--- src/rtl/tccu_pkg.sv ---
package tccu_pkg;

  // ------------------------------------------------------------
  // Register byte addresses
  // ------------------------------------------------------------
  localparam logic [7:0] TCCU_OFF_CTL1   = 8'h00;
  localparam logic [7:0] TCCU_OFF_CTL2   = 8'h04;
  localparam logic [7:0] TCCU_OFF_FLAGS  = 8'h08;
  localparam logic [7:0] TCCU_OFF_CAP1_H = 8'h0c;
  localparam logic [7:0] TCCU_OFF_CAP1_L = 8'h10;
  localparam logic [7:0] TCCU_OFF_CAP2_H = 8'h14;
  localparam logic [7:0] TCCU_OFF_CAP2_L = 8'h18;
  localparam logic [7:0] TCCU_OFF_CMP1_H = 8'h1c;
  localparam logic [7:0] TCCU_OFF_CMP1_L = 8'h20;
  localparam logic [7:0] TCCU_OFF_CMP2_H = 8'h24;
  localparam logic [7:0] TCCU_OFF_CMP2_L = 8'h28;
  localparam logic [7:0] TCCU_OFF_CNT_H  = 8'h2c;
  localparam logic [7:0] TCCU_OFF_CNT_L  = 8'h30;

  // ------------------------------------------------------------
  // Field positions
  // ------------------------------------------------------------
  localparam int TCCU_C1_CAP_IE  = 7;
  localparam int TCCU_C1_CMP_IE  = 6;
  localparam int TCCU_C1_FORCE2  = 4;
  localparam int TCCU_C1_FORCE1  = 3;
  localparam int TCCU_C1_LEVEL2  = 2;
  localparam int TCCU_C1_EDGE1   = 1;
  localparam int TCCU_C1_LEVEL1  = 0;
  localparam int TCCU_C2_PINEN1  = 7;
  localparam int TCCU_C2_PINEN2  = 6;
  localparam int TCCU_C2_SPULSE  = 5;
  localparam int TCCU_C2_PWM     = 4;
  localparam int TCCU_C2_CLK_HI  = 3;
  localparam int TCCU_C2_CLK_LO  = 2;
  localparam int TCCU_C2_EDGE2   = 1;
  localparam int TCCU_C2_EXTEDGE = 0;
  localparam int TCCU_F_CAP1     = 7;
  localparam int TCCU_F_CMP1     = 6;
  localparam int TCCU_F_CAP2     = 4;
  localparam int TCCU_F_CMP2     = 3;
  localparam logic [7:0] TCCU_C1_MASK = 8'hdf;

  // ------------------------------------------------------------
  // Reset values and timing
  // ------------------------------------------------------------
  localparam logic [15:0] TCCU_CNT_RST = 16'hfffc;
  localparam logic [15:0] TCCU_CMP_RST = 16'h8000;
  localparam logic [2:0]  TCCU_PRE_D2  = 3'h1;
  localparam logic [2:0]  TCCU_PRE_D4  = 3'h3;
  localparam logic [2:0]  TCCU_PRE_D8  = 3'h7;

  typedef enum logic [1:0] {
    TCCU_CLK_DIV4 = 2'b00,
    TCCU_CLK_DIV2 = 2'b01,
    TCCU_CLK_DIV8 = 2'b10,
    TCCU_CLK_EXT  = 2'b11
  } tccu_clk_type;

endpackage

--- src/rtl/tccu_edge.sv ---
`timescale 1ns/1ps
module tccu_edge
  import tccu_pkg::*;
(
  input  wire logic pclk,
  input  wire logic presetn,
  input  wire logic pin_in,
  input  wire logic rising_sel,
  output logic      edge_pulse
);

  typedef struct packed {
    logic s1;
    logic s2;
    logic s3;
    logic pulse;
  } tccu_edge_type;

  tccu_edge_type st_r;
  tccu_edge_type st_nxt;

  // ------------------------------------------------------------
  // Synchroniser and edge detector
  // ------------------------------------------------------------
  always_comb begin
    st_nxt = st_r;
    st_nxt.s1 = pin_in;
    st_nxt.s2 = st_r.s1;
    st_nxt.s3 = st_r.s2;
    st_nxt.pulse = rising_sel ? (st_r.s2 & ~st_r.s3) : (~st_r.s2 & st_r.s3);
  end

  always_ff @(posedge pclk or negedge presetn) begin
    if (!presetn) begin
      st_r <= '0;
    end else begin
      st_r <= st_nxt;
    end
  end

  assign edge_pulse = st_r.pulse;
endmodule

--- src/rtl/tccu_top.sv ---
// The address map and the APB register port were decided locally.
`timescale 1ns/1ps
// Overview of operation
// - Selected capture pin edge sets capture flag and loads counter into capture value.
// - Capture interrupt asserts when enable set and global mask clear; else pending.
// - Capture flag clears after status read with flag set, then low byte access.
// - Reading capture high byte blocks captures and flag until low byte read.
// - Capture value always holds counter of the newest capture, overwriting older.
// - Both capture and both compare channels run concurrently and independently.
// - In single pulse or PWM mode only capture channel two captures.
// - Capture pins are always connected; any qualifying edge triggers a capture.
// - Per-channel edge select bits in both control registers; one capture enable.
// - Each compare channel checks its 16-bit value against the counter each tick.
// - Compare values are software owned, untouched by hardware, reset to 8000h.
// - Outside PWM mode a compare match sets the compare flag regardless of pin enable; compare one also needs single pulse off.
// - On match with pin enabled, pin takes the output level; low during reset.
// - A compare match that sets the compare flag requests interrupt if compare enable set and mask clear.
// - Compare flag clears after status read with flag set, then low byte access.
// - Writing compare high byte stops matching until the low byte is written.
// - Pin enable clear keeps pin free, match still flags and may interrupt.
// - At divide by 2 match at value; other clocks match at value plus one.
// - Force bit copies level to enabled pin, no flag and no interrupt.
// - Force bits do nothing in single pulse or PWM mode.
// - Free-running counter starts at FFFCh after reset.
module tccu_top
  import tccu_pkg::*;
(
  input  wire logic        pclk,
  input  wire logic        presetn,
  input  wire logic        psel,
  input  wire logic        penable,
  input  wire logic        pwrite,
  input  wire logic [31:0] paddr,
  input  wire logic [31:0] pwdata,
  output logic      [31:0] prdata,
  output logic             pready,
  output logic             pslverr,
  input  wire logic [1:0]  capture_pin,
  input  wire logic        ext_clock_pin,
  input  wire logic        irq_global_mask,
  output logic      [1:0]  compare_pin,
  output logic      [1:0]  compare_pin_oe_n,
  output logic             timer_irq
);

  typedef struct packed {
    logic [15:0]      cnt;
    logic [2:0]       pre;
    logic [7:0]       ctl1;
    logic [7:0]       ctl2;
    logic [1:0]       icf;
    logic [1:0]       ocf;
    logic [1:0]       icf_arm;
    logic [1:0]       ocf_arm;
    logic [1:0][15:0] cap;
    logic [1:0][15:0] cmp;
    logic [1:0]       cap_blk;
    logic [1:0]       cmp_inh;
    logic [1:0]       eq_prev;
    logic [1:0]       pin;
    logic [1:0]       pin_oe_n;
    logic             irq;
    logic             pready;
    logic             pslverr;
    logic [31:0]      prdata;
  } tccu_state_type;

  tccu_state_type st_r;
  tccu_state_type st_nxt;
  logic [1:0]     cap_edge;
  logic           ext_edge;

  function automatic logic hit_addr(input logic [31:0] a, input logic [7:0] off);
    hit_addr = (a[31:8] == 24'h000000) && (a[7:0] == off);
  endfunction

  function automatic logic [7:0] byte_sel(input logic [15:0] v, input logic hi);
    byte_sel = hi ? v[15:8] : v[7:0];
  endfunction

  // ------------------------------------------------------------
  // Pin synchronisers
  // ------------------------------------------------------------
  genvar gi;
  generate
    for (gi = 0; gi < 2; gi++) begin : g_cap
      tccu_edge u_edge (
        .pclk       (pclk),
        .presetn    (presetn),
        .pin_in     (capture_pin[gi]),
        .rising_sel (gi == 0 ? st_r.ctl1[TCCU_C1_EDGE1] : st_r.ctl2[TCCU_C2_EDGE2]),
        .edge_pulse (cap_edge[gi])
      );
    end
  endgenerate

  tccu_edge u_ext (
    .pclk       (pclk),
    .presetn    (presetn),
    .pin_in     (ext_clock_pin),
    .rising_sel (st_r.ctl2[TCCU_C2_EXTEDGE]),
    .edge_pulse (ext_edge)
  );

  // ------------------------------------------------------------
  // Next state
  // ------------------------------------------------------------
  logic         tick;
  logic         mode_busy;
  logic         commit;
  logic         wr;
  logic         rd;
  tccu_clk_type csel;
  logic [15:0]  target;
  logic         eq;
  logic         hit;
  logic         cap_ok;
  logic [7:0]   rdat;
  logic         known;
  logic [7:0]   fbits;

  always_comb begin
    st_nxt    = st_r;
    tick      = 1'b0;
    target    = '0;
    eq        = 1'b0;
    hit       = 1'b0;
    cap_ok    = 1'b0;
    rdat      = '0;
    known     = 1'b1;
    fbits     = '0;
    csel      = tccu_clk_type'({st_r.ctl2[TCCU_C2_CLK_HI], st_r.ctl2[TCCU_C2_CLK_LO]});
    mode_busy = st_r.ctl2[TCCU_C2_SPULSE] | st_r.ctl2[TCCU_C2_PWM];
    commit    = psel & penable & st_r.pready;
    wr        = commit & pwrite;
    rd        = commit & ~pwrite;

    // Prescaler and free-running counter
    case (csel)
      TCCU_CLK_DIV2: begin
        tick = (st_r.pre >= TCCU_PRE_D2);
      end
      TCCU_CLK_DIV4: begin
        tick = (st_r.pre >= TCCU_PRE_D4);
      end
      TCCU_CLK_DIV8: begin
        tick = (st_r.pre >= TCCU_PRE_D8);
      end
      default: begin
        tick = ext_edge;
      end
    endcase
    st_nxt.pre = tick ? 3'h0 : st_r.pre + 3'h1;
    if (csel == TCCU_CLK_EXT) begin
      st_nxt.pre = 3'h0;
    end
    if (tick) begin
      st_nxt.cnt = st_r.cnt + 16'h0001;
    end

    // Status read arms clearing, low byte access clears
    if (rd && hit_addr(paddr, TCCU_OFF_FLAGS)) begin
      st_nxt.icf_arm = {st_r.prdata[TCCU_F_CAP2], st_r.prdata[TCCU_F_CAP1]};
      st_nxt.ocf_arm = {st_r.prdata[TCCU_F_CMP2], st_r.prdata[TCCU_F_CMP1]};
    end
    for (int i = 0; i < 2; i++) begin
      if (commit && hit_addr(paddr, i == 0 ? TCCU_OFF_CAP1_L : TCCU_OFF_CAP2_L)) begin
        if (st_r.icf_arm[i]) begin
          st_nxt.icf[i] = 1'b0;
        end
        st_nxt.icf_arm[i] = 1'b0;
        if (rd) begin
          st_nxt.cap_blk[i] = 1'b0;
        end
      end
      if (rd && hit_addr(paddr, i == 0 ? TCCU_OFF_CAP1_H : TCCU_OFF_CAP2_H)) begin
        st_nxt.cap_blk[i] = 1'b1;
      end
      if (commit && hit_addr(paddr, i == 0 ? TCCU_OFF_CMP1_L : TCCU_OFF_CMP2_L)) begin
        if (st_r.ocf_arm[i]) begin
          st_nxt.ocf[i] = 1'b0;
        end
        st_nxt.ocf_arm[i] = 1'b0;
        if (wr) begin
          st_nxt.cmp[i][7:0] = pwdata[7:0];
          st_nxt.cmp_inh[i]  = 1'b0;
        end
      end
      if (wr && hit_addr(paddr, i == 0 ? TCCU_OFF_CMP1_H : TCCU_OFF_CMP2_H)) begin
        st_nxt.cmp[i][15:8] = pwdata[7:0];
        st_nxt.cmp_inh[i]   = 1'b1;
      end

      // Capture channel, set wins over clear
      cap_ok = cap_edge[i] & ~st_r.cap_blk[i] & ~(i == 0 && mode_busy);
      if (cap_ok) begin
        st_nxt.cap[i] = st_r.cnt;
        st_nxt.icf[i] = 1'b1;
      end

      // Compare channel
      target = (csel == TCCU_CLK_DIV2) ? st_r.cmp[i] : st_r.cmp[i] + 16'h0001;
      eq     = (st_r.cnt == target);
      hit    = eq & ~st_r.eq_prev[i] & ~st_r.cmp_inh[i];
      st_nxt.eq_prev[i] = eq;
      if (hit && !st_r.ctl2[TCCU_C2_PWM] && !(i == 0 && st_r.ctl2[TCCU_C2_SPULSE])) begin
        st_nxt.ocf[i] = 1'b1;
      end
      if (hit && st_r.pin_oe_n[i] == 1'b0) begin
        st_nxt.pin[i] = st_r.ctl1[i == 0 ? TCCU_C1_LEVEL1 : TCCU_C1_LEVEL2];
      end
    end

    // Control registers and forced output
    if (wr && hit_addr(paddr, TCCU_OFF_CTL1)) begin
      st_nxt.ctl1 = pwdata[7:0] & TCCU_C1_MASK;
      st_nxt.ctl1[TCCU_C1_FORCE1] = 1'b0;
      st_nxt.ctl1[TCCU_C1_FORCE2] = 1'b0;
      if (!mode_busy) begin
        if (pwdata[TCCU_C1_FORCE1] && st_r.ctl2[TCCU_C2_PINEN1]) begin
          st_nxt.pin[0] = pwdata[TCCU_C1_LEVEL1];
        end
        if (pwdata[TCCU_C1_FORCE2] && st_r.ctl2[TCCU_C2_PINEN2]) begin
          st_nxt.pin[1] = pwdata[TCCU_C1_LEVEL2];
        end
      end
    end
    if (wr && hit_addr(paddr, TCCU_OFF_CTL2)) begin
      st_nxt.ctl2 = pwdata[7:0];
    end
    st_nxt.pin_oe_n = ~{st_r.ctl2[TCCU_C2_PINEN2], st_r.ctl2[TCCU_C2_PINEN1]};

    // Interrupt request held while any enabled flag is pending and the global mask is clear
    st_nxt.irq = ~irq_global_mask &
                 ((st_r.ctl1[TCCU_C1_CAP_IE] & |st_r.icf) |
                  (st_r.ctl1[TCCU_C1_CMP_IE] & |st_r.ocf));

    // Read data mux
    fbits[TCCU_F_CAP1] = st_r.icf[0];
    fbits[TCCU_F_CAP2] = st_r.icf[1];
    fbits[TCCU_F_CMP1] = st_r.ocf[0];
    fbits[TCCU_F_CMP2] = st_r.ocf[1];
    if (paddr[31:8] != 24'h000000) begin
      known = 1'b0;
    end else begin
      case (paddr[7:0])
        TCCU_OFF_CTL1:   rdat = st_r.ctl1;
        TCCU_OFF_CTL2:   rdat = st_r.ctl2;
        TCCU_OFF_FLAGS:  rdat = fbits;
        TCCU_OFF_CAP1_H: rdat = byte_sel(st_r.cap[0], 1'b1);
        TCCU_OFF_CAP1_L: rdat = byte_sel(st_r.cap[0], 1'b0);
        TCCU_OFF_CAP2_H: rdat = byte_sel(st_r.cap[1], 1'b1);
        TCCU_OFF_CAP2_L: rdat = byte_sel(st_r.cap[1], 1'b0);
        TCCU_OFF_CMP1_H: rdat = byte_sel(st_r.cmp[0], 1'b1);
        TCCU_OFF_CMP1_L: rdat = byte_sel(st_r.cmp[0], 1'b0);
        TCCU_OFF_CMP2_H: rdat = byte_sel(st_r.cmp[1], 1'b1);
        TCCU_OFF_CMP2_L: rdat = byte_sel(st_r.cmp[1], 1'b0);
        TCCU_OFF_CNT_H:  rdat = byte_sel(st_r.cnt, 1'b1);
        TCCU_OFF_CNT_L:  rdat = byte_sel(st_r.cnt, 1'b0);
        default:         known = 1'b0;
      endcase
    end

    // APB handshake, one wait state
    if (psel && penable && !st_r.pready) begin
      st_nxt.pready  = 1'b1;
      st_nxt.prdata  = {24'h000000, rdat};
      st_nxt.pslverr = ~known;
    end else begin
      st_nxt.pready  = 1'b0;
      st_nxt.pslverr = 1'b0;
    end
  end

  // ------------------------------------------------------------
  // State register
  // ------------------------------------------------------------
  always_ff @(posedge pclk or negedge presetn) begin
    if (!presetn) begin
      st_r          <= '0;
      st_r.cnt      <= TCCU_CNT_RST;
      st_r.cmp[0]   <= TCCU_CMP_RST;
      st_r.cmp[1]   <= TCCU_CMP_RST;
      st_r.pin_oe_n <= 2'b11;
    end else begin
      st_r <= st_nxt;
    end
  end

  assign prdata           = st_r.prdata;
  assign pready           = st_r.pready;
  assign pslverr          = st_r.pslverr;
  assign compare_pin      = st_r.pin;
  assign compare_pin_oe_n = st_r.pin_oe_n;
  assign timer_irq        = st_r.irq;
endmodule

--- config.mk ---
export PLATFORM = sky130hd
export DESIGN_NAME = tccu_top
export DESIGN_NICKNAME = d
export VERILOG_FILES = /design/src/rtl/tccu_pkg.sv /design/src/rtl/tccu_edge.sv /design/src/rtl/tccu_top.sv
export SDC_FILE = /design/constraint.sdc
export NUM_CORES = 1
export LEC_CHECK = 0
export BUFFER_PORTS_ARGS = -buffer_cell sky130_fd_sc_hd__buf_2
export CORE_ASPECT_RATIO = 0.75
export CORE_MARGIN = 4
export CORE_UTILIZATION = 35
export CTS_BUF_LIST = sky130_fd_sc_hd__clkbuf_8
export CTS_CLUSTER_DIAMETER = 40
export DETAILED_ROUTE_END_ITERATION = 8
export PLACE_DENSITY = 0.57
export SYNTH_ARGS = -nofsm -noshare
export SYNTH_HDL_FRONTEND = slang
export SYNTH_SLANG_ARGS = --single-unit
--- constraint.sdc ---
create_clock -name pclk -period 8.4 [get_ports pclk]
set_clock_uncertainty 0.15 [all_clocks]
set_input_delay 1.68 -clock pclk [delete_from_list [all_inputs] [get_ports pclk]]
set_output_delay 1.68 -clock pclk [all_outputs]
set_load 0.05 [all_outputs]
==> reports/qor.csv <==
metric,value,unit
Crit-path slowest cell,and4_1,
crit path from,paddr[9],
synth cell count leaders,"dfrtp_1 (119), mux2_2 (75), nand2_1 (50)",
sequential power share,48.9,%
Post-synth EDFFs,0,
IO Port Bufs,63,
register area share after synthesis,45.4,%
clk_lat worst skew,0.45,ns
Fillers,2087,
Post-Place Cells,1024,
initial antenna violation count,0,
Synth top area share,39.2,%
Num CTS Buffers,17,
Tmin final,3.86,ns
Post-Layout Cell Count,1056,
Clock Power Share,45.8,%
vias in the first global route,5441,
WL per Instance,21.1,um
"critical path fanouts, max",12,
final worst path period share,45.9,%
crit path DAT,4.04,ns
Syn Inst Count,714,
DRT Wirelength,22300,um
htree depth,4,
first-pass GRT wire length,33500,um
Synth area leader,dfrtp_1,
Die X-Extent,178,um
Cell Pwr Density,161,nW/um^2
grt ovf,0,
Final TNS setup,0,ns
vias per inst,5.62,
max_cap viols,0,
Lkg Pwr,0.00374,uW
worst path buffer plus inverter count,1,
drt pass-1 iters,5,
Post-DRT Antenna Nets,0,
Hold/Removal Path Class,flop to flop,
Residual DRC,0,
Main synth FF type,dfrtp_1,
Layout area overhead,11.3,%
crit-path leading delay family,simple AND/OR/NAND/NOR gates,
Post-Synthesis Cell Area,7600,sq um
"FF+latch count, synth",137,
cell breakdown of the critical path,"buf_2, nor4_1, nand4_1, nor2_1, and4_1, and2_1, nand2_1, mux2_2",
CTS root buf,clkbuf_8,
Die ar.,24200,sq um
most common cell in the netlist,dfrtp_1,
Gate power share,5.3,%
WHS,0.195,ns
number of clock sinks,137,
CORE AREA,21200,sq um
ratio of cells with drive above 1 in the final layout,27.9,%
main area contributors after synthesis,"dfrtp_1 (39%), mux2_2 (11%), dfstp_2 (6.2%)",
fmax,259,MHz
die height,136,um
Mean Syn Cell Area,10.6,sq um
TritonCTS clock tree,yes,
gpl congestion,0.932,
Via Count,5939,
RSZ-0062 raised after global routing,no,
worst ir drop on vdd,83.1,uV
post-DP HPWL,16000,um
CTS Buffer Depth,2,
Std-Cell Rows,46,
drt initial violations,544,
crit path launch type,input port,
FF-to-FF Start,csel[1],
sw frac,25.2,%
# setup viols final,0,
I/O pins,112,
Synth async-reset ratio,100,%
largest net degree at the start of global routing,76,
hold_buf cts,0,
"Slew Viols, Final",0,
capturing element type of the critical path,flop,
Int Pwr,1020,uW
Worst Max-Slew Pin Slew,1.15,ns
Setup CP Type,input port to flop,
status,"finished, final reports clean",
ANT cells,0,
warnings from Yosys,0,
final hold vios,0,
Netlist cell types,71,
final net count,835,
Min-Delay Startpoint,g_cap[0].u_edge.st_nxt[2],
GRT Total Usage,18.4,%
P_sw,344,uW
max incr delay on CP,0.53,ns
starting density of the core,35.8,%
post-CTS setup buffer count,0,
Worst Path Required,8.58,ns
post_cts resized,0,
worst rel slew slack,23.0,%
clk slew on worst S/H paths,0.08,ns
[path summary, 6_finish.rpt]
check                                       endpoint  slack [ns]  cells past startpoint
min in group asynchronous  g_cap[1].u_edge.st_nxt[2]        1.05                      1
max                                         st_r[53]        4.54                      8
max in group asynchronous                   st_r[80]        5.64                      2
min reg2reg                g_cap[0].u_edge.st_nxt[1]        0.19                      0
min                        g_cap[0].u_edge.st_nxt[1]        0.19                      0
max reg2reg                           compare_pin[1]        4.81                      8
[placed cells by master (no fill, tap or decap), types with 12 or more instances in the layout]
| master | count |
|---|---|
| conb_1 | 24 |
| a221oi_1 | 18 |
| nor2_1 | 36 |
| nand4_1 | 15 |
| o21ai_0 | 25 |
| xor2_1 | 17 |
| a22o_1 | 18 |
| mux2_2 | 75 |
| a22oi_1 | 12 |
| dfrtp_1 | 119 |
| nand2_1 | 50 |
| inv_1 | 20 |
| buf_2 | 62 |
| xnor2_1 | 33 |
| clkbuf_8 | 18 |
| nand3_1 | 25 |
| dfstp_2 | 18 |
[sequential cells by signal (all words and copies together) (netlist names), 2 cells and up]
signal                   flops
g_cap.u_edge.st_r            2
st_r                       104
u_ext.st_nxt                 2
prdata                       8
csel                         2
g_cap.u_edge.st_nxt          4
compare_pin_oe_n             2
g_cap.u_edge.edge_pulse      2
compare_pin                  2
fbits                        4
[layer usage]
layer	vias to the layer above	track usage, %	part of all wire, %
li1	2659	-	-
met1	2934	29.5	49
met2	326	23.7	39
met3	20	5.52	11
met4	0	4.04	1.2
met5	-	0	0
[through the flow]
| stage | instance area (sq um) | util, % | total power, uW | setup WS, ns |
|---|---|---|---|---|
| 3_3_place_gp | 8000 | 37.7 | 753 | 4.15 |
| 5_1_grt | 8460 | 39.8 | 1420 | 4.42 |
| 3_5_place_dp | 8000 | 37.7 | 754 | 4.09 |
| 4_1_cts | 8460 | 39.8 | 1380 | 4.57 |
| 6_report | 8460 | 39.8 | 1370 | 4.54 |
| 2_1_floorplan | 7690 | - | 727 | 4.72 |
[kinds of logic (layout without fill, tap and decap cells)]
family	Yosys count	after routing	share of synthesized area, %
DFF	137	137	45.4
buffers and inverters	94	125	6.80
xor gates and xnor gates	50	50	5.76
AOI/OAI and AO/OA	134	134	13.3
and+or+nand+nor	212	212	15.7
other	1	24	0.0493
adders and majority gates	7	7	1.15
muxes	79	79	11.8
[power by group through the flow]
stage	combinational, uW	clock (uW)	sequential [uW]
2_1_floorplan	45.2	0	682
3_3_place_gp	72.7	0	681
3_5_place_dp	73.1	0	681
4_1_cts	73.2	640	668
5_1_grt	78.4	669	669
6_report	72.3	625	668
[worst register-to-register path, cell delays in order (launching register included)]
cell      delay (ns)
dfrtp_1         0.64
nand2b_1        0.67
a21oi_1         0.15
nor4_1          0.34
nand4_1         0.13
nor4_1          0.51
nand4_1         0.41
o32ai_1         0.34
o32a_1          0.19
[cell type report]
cell class / instances / area, sq um / area share [%]
Inverter: 21 / 78.8 / 0.932
Multi-Input combinational cell: 506 / 3720 / 44.0
Sequential cell: 137 / 3450 / 40.8
Tap cell: 288 / 360 / 4.26
Clock inverter: 14 / 208 / 2.46
Timing Repair Buffer: 72 / 389 / 4.60
Clock buffer: 18 / 248 / 2.93
(Power assumes the default switching activity.)
